[src/rtl/isp_pkg.sv]
// Shared constants of the inbound socket transfer engine and its controller
package isp_pkg;
	// ==========================================================
	// Link register port
	localparam int ADR_W = 12;
	localparam int DAT_W = 32;
	localparam logic [11:0] OFS_PEND = 12'h008;
	localparam logic [11:0] OFS_INSTR = 12'h00c;
	localparam logic [11:0] OFS_DESC_BASE = 12'h100;
	localparam logic [11:0] OFS_CTL_STAT = 12'h020;
	localparam int WIN_LSB = 8;
	localparam int DESC_IDX_LSB = 5;
	localparam int DESC_WORD_LSB = 2;

	// ==========================================================
	// Descriptor layout, eight 32-bit words per slot
	localparam int DESC_WORDS = 8;
	localparam logic [2:0] W_BUF = 3'h0;
	localparam logic [2:0] W_LEN = 3'h1;
	localparam logic [2:0] W_RDV0 = 3'h2;
	localparam logic [2:0] W_RDV1 = 3'h3;
	localparam logic [2:0] BODY_BASE = 3'h4;
	localparam logic [2:0] BODY_WORDS = 3'h4;

	// ==========================================================
	// Pending entry and instruction fields
	localparam int ENT_EMPTY_BIT = 0;
	localparam int ENT_PAY_BIT = 1;
	localparam int ENT_REF_LSB = 8;
	localparam int INS_OP_LSB = 0;
	localparam int INS_KEEP_BIT = 3;
	localparam int INS_REF_LSB = 8;
	localparam logic [31:0] ENT_EMPTY_VAL = 32'h0000_0001;

	// ==========================================================
	// Opcodes
	localparam logic [2:0] OP_FREE = 3'h0;
	localparam logic [2:0] OP_FLUSH = 3'h1;
	localparam logic [2:0] OP_MOVE = 3'h2;
	localparam logic [2:0] OP_RDV = 3'h4;
	localparam logic [2:0] OP_MOVE_RDV = 3'h6;

	// ==========================================================
	// Controller status fields
	localparam int STAT_EMPTY_BIT = 0;
	localparam int STAT_CNT_LSB = 8;
endpackage

[src/rtl/isp_sock_if.sv]
// Register link between socket engine and its controller
`timescale 1ns/10ps
interface isp_sock_if;
	logic req;
	logic we;
	logic [11:0] adr;
	logic [31:0] wdat;
	logic [31:0] rdat;
	logic ack;

	modport sock (
		input req,
		input we,
		input adr,
		input wdat,
		output rdat,
		output ack
	);

	modport ctl (
		output req,
		output we,
		output adr,
		output wdat,
		input rdat,
		input ack
	);
endinterface

[src/rtl/isp_sock_end.sv]
// Inbound socket: header engine, payload engine, descriptor store and lists
// What this block and its software do
// RQ1 - Frame takes free descriptor, header copied, queued
// RQ2 - Pending read pops one entry per frame
// RQ3 - Entry carries descriptor reference and payload flag
// RQ4 - Software returns each frame by one instruction
// RQ5 - One instruction disposes payload and releases descriptor
// RQ6 - Opcode 0 consumes nothing, conditionally recycles
// RQ7 - Software fills free-list with opcode 0 after reset
// RQ8 - Opcode 1 flushes oldest payload, recycles
// RQ9 - Opcode 2 moves payload, silently truncates
// RQ10 - Opcode 4 rendezvous only, then recycles
// RQ11 - Opcode 6 moves, truncates, rendezvous, recycles
// RQ12 - Reserved opcodes act as plain release
// RQ13 - Instructions run one at a time in order
// RQ14 - Header quadword one holds buffer address, length
// RQ15 - Any byte alignment, no cache coherence
// RQ16 - Software supplies flushed or uncached buffers
// RQ17 - Zero length discards whole payload
// RQ18 - Software keeps length within frame and space
// RQ19 - Header quadword two holds rendezvous reference
// RQ20 - Opcode 2 ignores rendezvous reference
// RQ21 - Outstanding frames bounded by free-list population
// RQ22 - Pending at offset 08, instruction at 12
// RQ23 - Empty pending read returns flag, no stall
// RQ24 - No free descriptor stalls plug-in headers
`timescale 1ns/10ps

// ==========================================================
// Small flip-flop FIFO
module isp_fifo #(
	parameter int W = 32,
	parameter int DEPTH = 8
) (
	input wire logic clk_i,
	input wire logic arst_n_i,
	input wire logic push_i,
	input wire logic [W-1:0] din_i,
	input wire logic pop_i,
	output logic [W-1:0] dout_o,
	output logic empty_o,
	output logic full_o
);
	localparam int AW = (DEPTH > 1) ? $clog2(DEPTH) : 1;
	typedef struct packed {
		logic [DEPTH-1:0][W-1:0] mem;
		logic [AW-1:0] wr;
		logic [AW-1:0] rd;
		logic [AW:0] cnt;
	} isp_fifo_s;
	isp_fifo_s q;
	isp_fifo_s d;
	logic do_push;
	logic do_pop;

	if (DEPTH < 2 || (DEPTH & (DEPTH - 1)) != 0) begin : g_chk
		$error("FIFO depth must be a power of two of at least 2");
	end

	assign empty_o = (q.cnt == '0);
	assign full_o = (q.cnt == (AW+1)'(DEPTH));
	assign dout_o = q.mem[q.rd];
	assign do_push = push_i && !full_o;
	assign do_pop = pop_i && !empty_o;

	always_comb begin
		d = q;
		if (do_push) begin
			d.mem[q.wr] = din_i;
			d.wr = q.wr + 1'b1;
		end
		if (do_pop) begin
			d.rd = q.rd + 1'b1;
		end
		d.cnt = q.cnt + (AW+1)'(do_push) - (AW+1)'(do_pop);
	end

	always_ff @(posedge clk_i or negedge arst_n_i) begin
		if (!arst_n_i) begin
			q <= '0;
		end else begin
			q <= d;
		end
	end
endmodule

// ==========================================================
// Socket end
module isp_sock_end #(
	parameter int DESC_NUM = 8
) (
	input wire logic REF_CLK_I,
	input wire logic ARST_N_I,
	isp_sock_if.sock lnk,
	input wire logic HDR_VALID_I,
	input wire logic [31:0] HDR_DATA_I,
	input wire logic HDR_LAST_I,
	input wire logic HDR_HAS_PAY_I,
	output logic HDR_READY_O,
	input wire logic PAY_VALID_I,
	input wire logic [7:0] PAY_DATA_I,
	input wire logic PAY_LAST_I,
	output logic PAY_READY_O,
	output logic MEM_WE_O,
	output logic [31:0] MEM_ADR_O,
	output logic [7:0] MEM_DAT_O,
	output logic RDV_VALID_O,
	output logic [63:0] RDV_CTX_O,
	input wire logic RDV_READY_I,
	output logic BUSY_O
);
	localparam int IW = $clog2(DESC_NUM);

	if (DESC_NUM < 2 || DESC_NUM > 8 || (DESC_NUM & (DESC_NUM - 1)) != 0) begin : g_chk
		$error("DESC_NUM must be 2, 4 or 8");
	end

	typedef enum logic [1:0] {H_IDLE, H_BODY} isp_hst_e;
	typedef enum logic [1:0] {P_IDLE, P_MOVE, P_RDV, P_DONE} isp_pst_e;
	typedef struct packed {
		logic [DESC_NUM-1:0][isp_pkg::DESC_WORDS-1:0][31:0] desc;
		isp_hst_e hst;
		logic [IW-1:0] hidx;
		logic [2:0] hcnt;
		isp_pst_e pst;
		logic [IW-1:0] pidx;
		logic [2:0] pop;
		logic pkeep;
		logic [31:0] pcnt;
		logic hdr_ready;
		logic pay_ready;
		logic mem_we;
		logic [31:0] mem_adr;
		logic [7:0] mem_dat;
		logic rdv_valid;
		logic [63:0] rdv_ctx;
		logic busy;
		logic ack;
		logic [31:0] rdat;
	} isp_sock_s;
	isp_sock_s q;
	isp_sock_s d;

	logic free_push, free_pop, free_empty, free_full;
	logic [IW-1:0] free_dout;
	logic pend_push, pend_pop, pend_empty, pend_full;
	logic [31:0] pend_din, pend_dout;
	logic ins_push, ins_pop, ins_empty, ins_full;
	logic [31:0] ins_dout;
	logic in_win;
	logic [IW-1:0] win_idx;
	logic [2:0] win_word;
	logic [2:0] ins_op;
	logic op_pay, op_wr, op_rdv;

	// ==========================================================
	// Lists; depth equals descriptor count so none of the three lists can overflow
	isp_fifo #(.W(IW), .DEPTH(DESC_NUM)) u_free (
		.clk_i(REF_CLK_I), .arst_n_i(ARST_N_I), .push_i(free_push), .din_i(q.pidx),
		.pop_i(free_pop), .dout_o(free_dout), .empty_o(free_empty), .full_o(free_full)
	); // [RQ21]
	isp_fifo #(.W(32), .DEPTH(DESC_NUM)) u_pend (
		.clk_i(REF_CLK_I), .arst_n_i(ARST_N_I), .push_i(pend_push), .din_i(pend_din),
		.pop_i(pend_pop), .dout_o(pend_dout), .empty_o(pend_empty), .full_o(pend_full)
	);
	isp_fifo #(.W(32), .DEPTH(DESC_NUM)) u_ins (
		.clk_i(REF_CLK_I), .arst_n_i(ARST_N_I), .push_i(ins_push), .din_i(lnk.wdat),
		.pop_i(ins_pop), .dout_o(ins_dout), .empty_o(ins_empty), .full_o(ins_full)
	); // [RQ13]

	// ==========================================================
	// Decode
	assign in_win = (lnk.adr[11:isp_pkg::WIN_LSB] ==
		isp_pkg::OFS_DESC_BASE[11:isp_pkg::WIN_LSB]) &&
		({29'h0, lnk.adr[7:5]} < DESC_NUM);
	assign win_idx = lnk.adr[isp_pkg::DESC_IDX_LSB +: IW];
	assign win_word = lnk.adr[isp_pkg::DESC_WORD_LSB +: 3];
	assign ins_op = ins_dout[isp_pkg::INS_OP_LSB +: 3];
	// Reserved codes fall out as plain releases
	assign op_pay = (ins_op == isp_pkg::OP_FLUSH) || (ins_op == isp_pkg::OP_MOVE) ||
		(ins_op == isp_pkg::OP_MOVE_RDV); // [RQ12]
	assign op_wr = (ins_op == isp_pkg::OP_MOVE) || (ins_op == isp_pkg::OP_MOVE_RDV);
	assign op_rdv = (ins_op == isp_pkg::OP_RDV) || (ins_op == isp_pkg::OP_MOVE_RDV);

	always_comb begin
		d = q;
		free_push = 1'b0;
		free_pop = 1'b0;
		pend_push = 1'b0;
		pend_pop = 1'b0;
		pend_din = '0;
		ins_push = 1'b0;
		ins_pop = 1'b0;
		d.ack = 1'b0;
		d.mem_we = 1'b0;

		// ==========================================================
		// Register access, always answered in one cycle
		if (lnk.req && !q.ack) begin
			d.ack = 1'b1;
			d.rdat = '0;
			if (lnk.we) begin
				if (lnk.adr == isp_pkg::OFS_INSTR) begin
					ins_push = !ins_full; // [RQ22] [RQ5]
				end else if (in_win) begin
					d.desc[win_idx][win_word] = lnk.wdat;
				end
			end else if (lnk.adr == isp_pkg::OFS_PEND) begin
				if (pend_empty) begin
					d.rdat = isp_pkg::ENT_EMPTY_VAL; // [RQ23]
				end else begin
					pend_pop = 1'b1; // [RQ2] [RQ22]
					d.rdat = pend_dout;
				end
			end else if (in_win) begin
				d.rdat = q.desc[win_idx][win_word];
			end
		end

		// ==========================================================
		// Header engine
		case (q.hst)
			H_IDLE: begin
				// Without a free descriptor the plug-in simply waits
				if (HDR_VALID_I && !free_empty) begin // [RQ24]
					free_pop = 1'b1; // [RQ1]
					d.hidx = free_dout;
					d.hcnt = '0;
					d.hst = H_BODY;
				end
			end
			H_BODY: begin
				if (HDR_VALID_I) begin
					// Words beyond the body are dropped
					if (q.hcnt < isp_pkg::BODY_WORDS) begin
						d.desc[q.hidx][isp_pkg::BODY_BASE + q.hcnt] = HDR_DATA_I; // [RQ1]
						d.hcnt = q.hcnt + 3'h1;
					end
					if (HDR_LAST_I) begin
						pend_push = 1'b1; // [RQ1]
						pend_din[isp_pkg::ENT_PAY_BIT] = HDR_HAS_PAY_I; // [RQ3]
						pend_din[isp_pkg::ENT_REF_LSB +: IW] = q.hidx; // [RQ3]
						d.hst = H_IDLE;
					end
				end
			end
			default: d.hst = H_IDLE;
		endcase

		// ==========================================================
		// Payload engine, one instruction at a time
		case (q.pst)
			P_IDLE: begin
				if (!ins_empty) begin
					ins_pop = 1'b1; // [RQ13]
					d.pidx = ins_dout[isp_pkg::INS_REF_LSB +: IW];
					d.pop = ins_op;
					d.pkeep = ins_dout[isp_pkg::INS_KEEP_BIT];
					d.pcnt = '0;
					if (op_pay) begin
						d.pst = P_MOVE; // [RQ8] [RQ9] [RQ11]
					end else if (op_rdv) begin
						d.pst = P_RDV; // [RQ10]
					end else begin
						d.pst = P_DONE; // [RQ6] [RQ12]
					end
				end
			end
			P_MOVE: begin
				if (PAY_VALID_I) begin
					// Byte writes: any buffer alignment, no cache traffic
					if ((q.pop != isp_pkg::OP_FLUSH) &&
						(q.pcnt < q.desc[q.pidx][isp_pkg::W_LEN])) begin // [RQ9] [RQ17]
						d.mem_we = 1'b1; // [RQ15]
						d.mem_adr = q.desc[q.pidx][isp_pkg::W_BUF] + q.pcnt; // [RQ14]
						d.mem_dat = PAY_DATA_I;
					end
					d.pcnt = q.pcnt + 32'h1;
					if (PAY_LAST_I) begin
						// Rendezvous words read only for rendezvous codes
						d.pst = (q.pop == isp_pkg::OP_MOVE_RDV) ? P_RDV : P_DONE; // [RQ20]
					end
				end
			end
			P_RDV: begin
				d.rdv_valid = 1'b1; // [RQ10] [RQ11]
				d.rdv_ctx = {q.desc[q.pidx][isp_pkg::W_RDV1],
					q.desc[q.pidx][isp_pkg::W_RDV0]}; // [RQ19]
				if (q.rdv_valid && RDV_READY_I) begin
					d.rdv_valid = 1'b0;
					d.pst = P_DONE;
				end
			end
			P_DONE: begin
				free_push = !q.pkeep; // [RQ5] [RQ6]
				d.pst = P_IDLE;
			end
			default: d.pst = P_IDLE;
		endcase

		d.hdr_ready = (d.hst == H_BODY);
		d.pay_ready = (d.pst == P_MOVE);
		d.busy = (d.pst != P_IDLE);
	end

	always_ff @(posedge REF_CLK_I or negedge ARST_N_I) begin
		if (!ARST_N_I) begin
			q <= '0;
		end else begin
			q <= d;
		end
	end

	assign lnk.ack = q.ack;
	assign lnk.rdat = q.rdat;
	assign HDR_READY_O = q.hdr_ready;
	assign PAY_READY_O = q.pay_ready;
	assign MEM_WE_O = q.mem_we;
	assign MEM_ADR_O = q.mem_adr;
	assign MEM_DAT_O = q.mem_dat;
	assign RDV_VALID_O = q.rdv_valid;
	assign RDV_CTX_O = q.rdv_ctx;
	assign BUSY_O = q.busy;
endmodule

[src/flat_wrapper.sv]
// flat-port wrapper written by rule: the top's interface ports become plain ports
module isp_sock_end_flat 
#(
	parameter int DESC_NUM = 8
)
  (REF_CLK_I, ARST_N_I, HDR_VALID_I, HDR_DATA_I, HDR_LAST_I, HDR_HAS_PAY_I, HDR_READY_O, PAY_VALID_I, PAY_DATA_I, PAY_LAST_I, PAY_READY_O, MEM_WE_O, MEM_ADR_O, MEM_DAT_O, RDV_VALID_O, RDV_CTX_O, RDV_READY_I, BUSY_O, lnk_req, lnk_we, lnk_adr, lnk_wdat, lnk_rdat, lnk_ack);
  isp_sock_if lnk_i ();
  input wire logic REF_CLK_I;
  input wire logic ARST_N_I;
  input wire logic HDR_VALID_I;
  input wire logic [31:0] HDR_DATA_I;
  input wire logic HDR_LAST_I;
  input wire logic HDR_HAS_PAY_I;
  output logic HDR_READY_O;
  input wire logic PAY_VALID_I;
  input wire logic [7:0] PAY_DATA_I;
  input wire logic PAY_LAST_I;
  output logic PAY_READY_O;
  output logic MEM_WE_O;
  output logic [31:0] MEM_ADR_O;
  output logic [7:0] MEM_DAT_O;
  output logic RDV_VALID_O;
  output logic [63:0] RDV_CTX_O;
  input wire logic RDV_READY_I;
  output logic BUSY_O;
  input wire logic [$bits(lnk_i.req)-1:0] lnk_req;
  input wire logic [$bits(lnk_i.we)-1:0] lnk_we;
  input wire logic [$bits(lnk_i.adr)-1:0] lnk_adr;
  input wire logic [$bits(lnk_i.wdat)-1:0] lnk_wdat;
  output wire logic [$bits(lnk_i.rdat)-1:0] lnk_rdat;
  output wire logic [$bits(lnk_i.ack)-1:0] lnk_ack;
  assign lnk_i.req = lnk_req;
  assign lnk_i.we = lnk_we;
  assign lnk_i.adr = lnk_adr;
  assign lnk_i.wdat = lnk_wdat;
  assign lnk_rdat = lnk_i.rdat;
  assign lnk_ack = lnk_i.ack;
  isp_sock_end #(.DESC_NUM(DESC_NUM)) u_core (.REF_CLK_I(REF_CLK_I), .ARST_N_I(ARST_N_I), .lnk(lnk_i), .HDR_VALID_I(HDR_VALID_I), .HDR_DATA_I(HDR_DATA_I), .HDR_LAST_I(HDR_LAST_I), .HDR_HAS_PAY_I(HDR_HAS_PAY_I), .HDR_READY_O(HDR_READY_O), .PAY_VALID_I(PAY_VALID_I), .PAY_DATA_I(PAY_DATA_I), .PAY_LAST_I(PAY_LAST_I), .PAY_READY_O(PAY_READY_O), .MEM_WE_O(MEM_WE_O), .MEM_ADR_O(MEM_ADR_O), .MEM_DAT_O(MEM_DAT_O), .RDV_VALID_O(RDV_VALID_O), .RDV_CTX_O(RDV_CTX_O), .RDV_READY_I(RDV_READY_I), .BUSY_O(BUSY_O));
endmodule
[config.mk]
export PLATFORM = sky130hd
export DESIGN_NAME = isp_sock_end_flat
export DESIGN_NICKNAME = d
export VERILOG_FILES = /design/src/rtl/isp_pkg.sv /design/src/rtl/isp_sock_if.sv /design/src/rtl/isp_sock_end.sv /design/src/flat_wrapper.sv
export SDC_FILE = /design/constraint.sdc
export NUM_CORES = 2
export LEC_CHECK = 0
export BUFFER_PORTS_ARGS = -buffer_cell sky130_fd_sc_hd__clkbuf_2
export CORE_ASPECT_RATIO = 1.4
export CORE_MARGIN = 2
export CORE_UTILIZATION = 50
export DETAILED_ROUTE_END_ITERATION = 10
export PLACE_DENSITY = 0.67
export SETUP_SLACK_MARGIN = 0.3
export SKIP_CTS_REPAIR_TIMING = 1
export SLEW_MARGIN = 5
export SYNTH_ARGS = -nofsm -noshare
export SYNTH_HDL_FRONTEND = slang
export SYNTH_SLANG_ARGS = --single-unit
export TNS_END_PERCENT = 100
[constraint.sdc]
create_clock -name REF_CLK_I -period 11.54 [get_ports REF_CLK_I]
set_clock_uncertainty 0.15 [all_clocks]
set_input_delay 3.462 -clock REF_CLK_I [delete_from_list [all_inputs] [get_ports REF_CLK_I]]
set_output_delay 3.462 -clock REF_CLK_I [all_outputs]
set_load 0.02 [all_outputs]
Word level (Yosys, flattened, before mapping)
Cells that the tools add are included.
{ "op_classes": {"addsub": 16, "multipliers": 0, "div": 0, "magnitude_cmp": 20, "n_eq_ne": 23, "n_shift": 0, "mux": 84, "bitwise": 1, "n_reduce_logical": 41} }
{ "op_table": {"columns": ["operator", "n"], "rows": [
  ["$mux W2048", 6],
  ["$bwmux W2048", 2],
  ["$mux W2050", 1],
  ["$bmux W256 S3", 2],
  ["$demux W256 S3", 2],
  ["$mux W256", 3],
  ["$bwmux W256", 2],
  ["$demux W32 S3", 4],
  ["$mux W32", 11],
  ["$bmux W32 S3", 3],
  ["$mux W41", 4],
  ["$mux W128", 1],
  ["$pmux W32 S2", 1],
  ["$lt A3 B4 Y1 const B", 11],
  ["$mux W33", 1],
  ["$add A32 B1 Y32 const B", 1],
  ["$add A32 B32 Y32", 1],
  ["$lt A32 B32 Y1", 1],
  ["$bwmux W24", 1],
  ["$eq A12 B4 Y1 const B", 2],
  ["$add A3 B1 Y3 const B", 7],
  ["$ge A3 B1 Y1 const B", 7],
  ["$mux W1", 21],
  ["$mux W3", 7],
  ["other kinds (32)", 83]
]} }
{ "totals": {"regBits": 2805, "latchBits": 0, "mem_bits_rw": 0, "mem_bits_ro": 0, "input_bits": 94, "out_inout_bits": 142, "word_cells": 300, "memories": 0} }

Longest topological paths before layout
{ "depth": {"word_depth": 16, "ltp_mapped": 16, "depth_no_buf": 13} }

Cells and area by module
A second synthesis with hierarchy kept.
{ "unflattened": {"hier_cells": 12355, "hier_area_um2": 142449.1} }
{ "by_module_without_submodules": {"columns": ["module", "n_inst", "cells_per_inst", "area_per_inst_um2", "seq_area_each_um2"], "rows": [
  ["isp_sock_end", 1, 10822, 115909.9, 56028.7],
  ["isp_fifo (u_core.u_pend)", 1, 711, 12433.2, 6656.4],
  ["isp_fifo (u_core.u_ins)", 1, 709, 12425.7, 6656.4],
  ["isp_fifo (u_core.u_free)", 1, 113, 1680.4, 850.8]
]} }

Least setup slack after synthesis
No wires, ideal clock.
{ "synth_timing": {"path_type": "input to register", "start": "input HDR_VALID_I", "end": "register u_core.u_free.q[2] (netlist bit)", "arrival_ns": 6.031, "required_time_ns": 11.267, "slack_ns": 5.236, "cell_stages": 11, "path_buffers": 3, "cell_sequence": "buf_2 > inv_2 > clkbuf_1 > a2111oi_0 > clkbuf_1 > ha_1 > inv_1 > ha_1 > inv_1 > fa_1 > xnor2_1"} }
{ "synth_rtl": {"columns": ["item", "line", "source"], "rows": [
  ["from (decl)", "flat_wrapper.sv:10", "input wire logic HDR_VALID_I;"],
  ["to (signal assigned)", "isp_sock_end.sv:80", "q <= '0;"],
  ["to (signal assigned)", "isp_sock_end.sv:82", "q <= d;"],
  ["to (decl)", "isp_sock_end.sv:51", "isp_fifo_s q;"]
]} }

==> qor.yml <==
violations: "DRC, capacitance limit, slew limit"
syn-cell-area_mm2: 0.1233
sw_frac_of_total_pct: 28.52
crit_slowest_cell: "nand3_2"
yosysSeqAreaShare_pct: 48.31
start_kind: "primary input"
clock.fmax_mhz: 133.3
place_congestion: 0.9968
pre_cts_slack_ns: 3.489
cp_num_buf_inv: 2
final-setup-viol-count: 0
cts.htree.levels: 4
p_switching_mw: 5.898
syn2layout_area_growth_pct: 8.466
max_cap_violations: 2
ant_nets: 0
ys_ff_latch: 2381
critPathRequiredTime_ns: 12.12
grt_pass1_wl_um: 693600
wl_per_cell_um: 33.96
drv_slew: 2
post-route-util_pct: 54.58
nFillCells: 20470
status: "finished with violations"
wl_um: 481200
initial_utilization_pct: 50.32
async_reset_ff_share_pct: 100.0
crit_top_cell: "buf_4"
die_h_um: 591.6
fin_crit_sh_pct: 65.00
relSlewSlack_pct: -9.050
layout-drive-gt1-share_pct: 23.30
p_comb_share_pct: 13.2
nets: 10890
via_per_inst: 7.063
cp_data_arrival_time_ns: 8.08
clockBufferDepth: 4
antenna_found_initial: 43
yosys-top-cells-count: "dfrtp_1 (2,381), nand2_1 (1,334), mux2_2 (1,181)"
drt_pre_antenna_iters: 11
synth_cells: 11280
synth_fp_nets: 11460
crit_path_max_incr_delay_ns: 1.20
insertion_delay_ns: 0.93
die_area_mm2: 0.2507
cts_tree: "done"
ir_drop_mv: 0.1207
clkTransAtPathRegs_ns: 0.06
drc: 1
p_clk_share_pct: 39.3
finalSetupTns_ns: 0
synth-edff-count: 0
crit_path_end_kind: "flop"
crit_family: "simple AND/OR/NAND/NOR gates"
cts_root_buf: "clkbuf_16"
drtIter0Drc: 13930
grt_max_degree: 187
path_class: "primary input to flop"
hold_class: "flop to flop"
hold_violations: 0
synth_ff_type: "dfrtp_1"
grt_pass1_vias: 99020
p_seq_share_pct: 47.5
p_int_mw: 14.78
cts_sinks: 2381
dr_total_vias: 100100
gr-total-overflow: 0
rsz0062_at_grt: "no"
ios: 236
yosys_warnings: 0
fin_ws_ns: 4.039
synthTopCellsByArea: "dfrtp_1 (48%), mux2_2 (11%), mux2i_1 (6.2%), mux4_2 (5.3%), nand2_1 (4.1%)"
port_buffers: 235
fp.coreArea_mm2: 0.2451
p_per_area_mw_per_mm2: 154.6
power_leakage_nw: 60.41
yosys.area.top_type: "dfrtp_1"
yosysMostFrequentCell: "dfrtp_1"
synthDistinctLibCells: 90
path_cells: "buf_4, buf_4, and3_4, nand2_1, nor2_1, nand3_2, a32oi_1, a22oi_1"
rows: 215
tightest_slew_ns: 1.615
numCtsBuffers: 234
die_x_um: 423.7
gr-usage-all-layers_pct: 37.54
finalCriticalPeriod_ns: 7.501
synth_area_per_cell_um2: 10.94
worst-path-max-fanout: 34
yosysTopAreaCellShare_pct: 48.31
hpwl_um: 284300
-- stage by stage --
step	hold slack, ns	instances	power, mW	instance area [um^2]
after global placement	0.3160	13730	12.44	125800
after global routing	0.3625	14160	21.30	133700
after floorplan	0.2900	11280	11.46	123300
after CTS	0.3350	14150	20.58	133700
final	0.3305	14170	20.68	133800
after detailed placement	0.3200	13730	12.58	125800
-- cell families after synthesis --
family                   share of synthesized area, %
multiplexers                                    22.39
XOR/XNOR                                       0.4900
buffers and inverters                           4.951
flip-flops                                      48.31
AO/OA/AOI/OAI                                   14.38
other                                        0.003041
adder cells (fa/ha/maj)                        0.9577
AND/OR/NAND/NOR                                 8.518
-- layout by cell type, fill, tap and decap left out, types with 237 or more instances in the layout --
master / n
a32oi_1: 240
mux4_2: 292
nor2_1: 673
o21ai_0: 547
dfrtp_1: 2378
a21oi_1: 433
nand2_1: 1292
mux2i_1: 758
clkbuf_16: 237
buf_4: 264
mux2_2: 1181
a22oi_1: 643
-- worst register-to-register path: cells and delay by family, from the launching register on --
kind,cells,cell delay [ns]
adders and majority gates,1,0.38
AOI/OAI and AO/OA,4,0.62
buffers and inverters,4,2.08
DFF,1,1.01
and+or+nand+nor,1,0.54
muxes,3,1.54
-- power by group through the flow --
stage / sequential, mW / combinational [mW] / clock, mW
finish: 9.82 / 2.74 / 8.12
global placement: 9.89 / 2.55 / 0
floorplan: 9.70 / 1.76 / 0
CTS: 9.78 / 2.66 / 8.14
global route: 9.90 / 2.93 / 8.48
detailed placement: 9.93 / 2.65 / 0
-- cell type report --
cell class	count	area [um^2]	share of cell area (%)
sequential	2381	59590	44.55
multi-input combinational	7524	58220	43.52
clock buffer	334	6855	5.125
tap	3255	4073	3.045
timing repair buffer	522	3709	2.772
clock inverter	88	1094	0.8175
inverter	44	165.2	0.1235
antenna	23	57.56	0.04303
-- final timing paths --
kind,from,to,slack [ns],depth (start not counted)
worst max-delay path,lnk_adr[7],u_core.q[2161]$_DFF_PN0_,4.04,8
worst min-delay path,u_core.MEM_ADR_O[7]$_DFFE_PN0P_,u_core.MEM_ADR_O[7]$_DFFE_PN0P_,0.33,2
worst max register to register,u_core.q[178]$_DFFE_PN0P_,u_core.MEM_ADR_O[13]$_DFFE_PN0P_,5.16,13
worst min register to register,u_core.MEM_ADR_O[7]$_DFFE_PN0P_,u_core.MEM_ADR_O[7]$_DFFE_PN0P_,0.33,2
max in group asynchronous,ARST_N_I,u_core.q[1125]$_DFF_PN0_,6.31,3
min in group asynchronous,ARST_N_I,u_core.q[1622]$_DFF_PN0_,2.38,1
-- sequential cells by signal, indices dropped and copies added (netlist names), 8 cells and up --
name / count
u_core.MEM_ADR_O: 32
u_core.u_pend.q: 42
u_core.lnk.rdat: 32
u_core.u_free.q: 34
u_core.u_ins.q: 66
u_core.q: 2097
u_core.RDV_CTX_O: 64
u_core.MEM_DAT_O: 8
-- routing by layer --
| metal | up-vias | share of wire (%) | routed length (um) | global-route usage, % |
|---|---|---|---|---|
| li1 | 40210 | - | - | - |
| met1 | 50230 | 35 | 167100 | 44.93 |
| met2 | 7446 | 44 | 212600 | 56.85 |
| met3 | 2175 | 12 | 56010 | 10.69 |
| met4 | 32 | 9.4 | 45290 | 29.97 |
| met5 | - | 0.044 | 212 | 0 |
(Power assumes the default switching activity.)
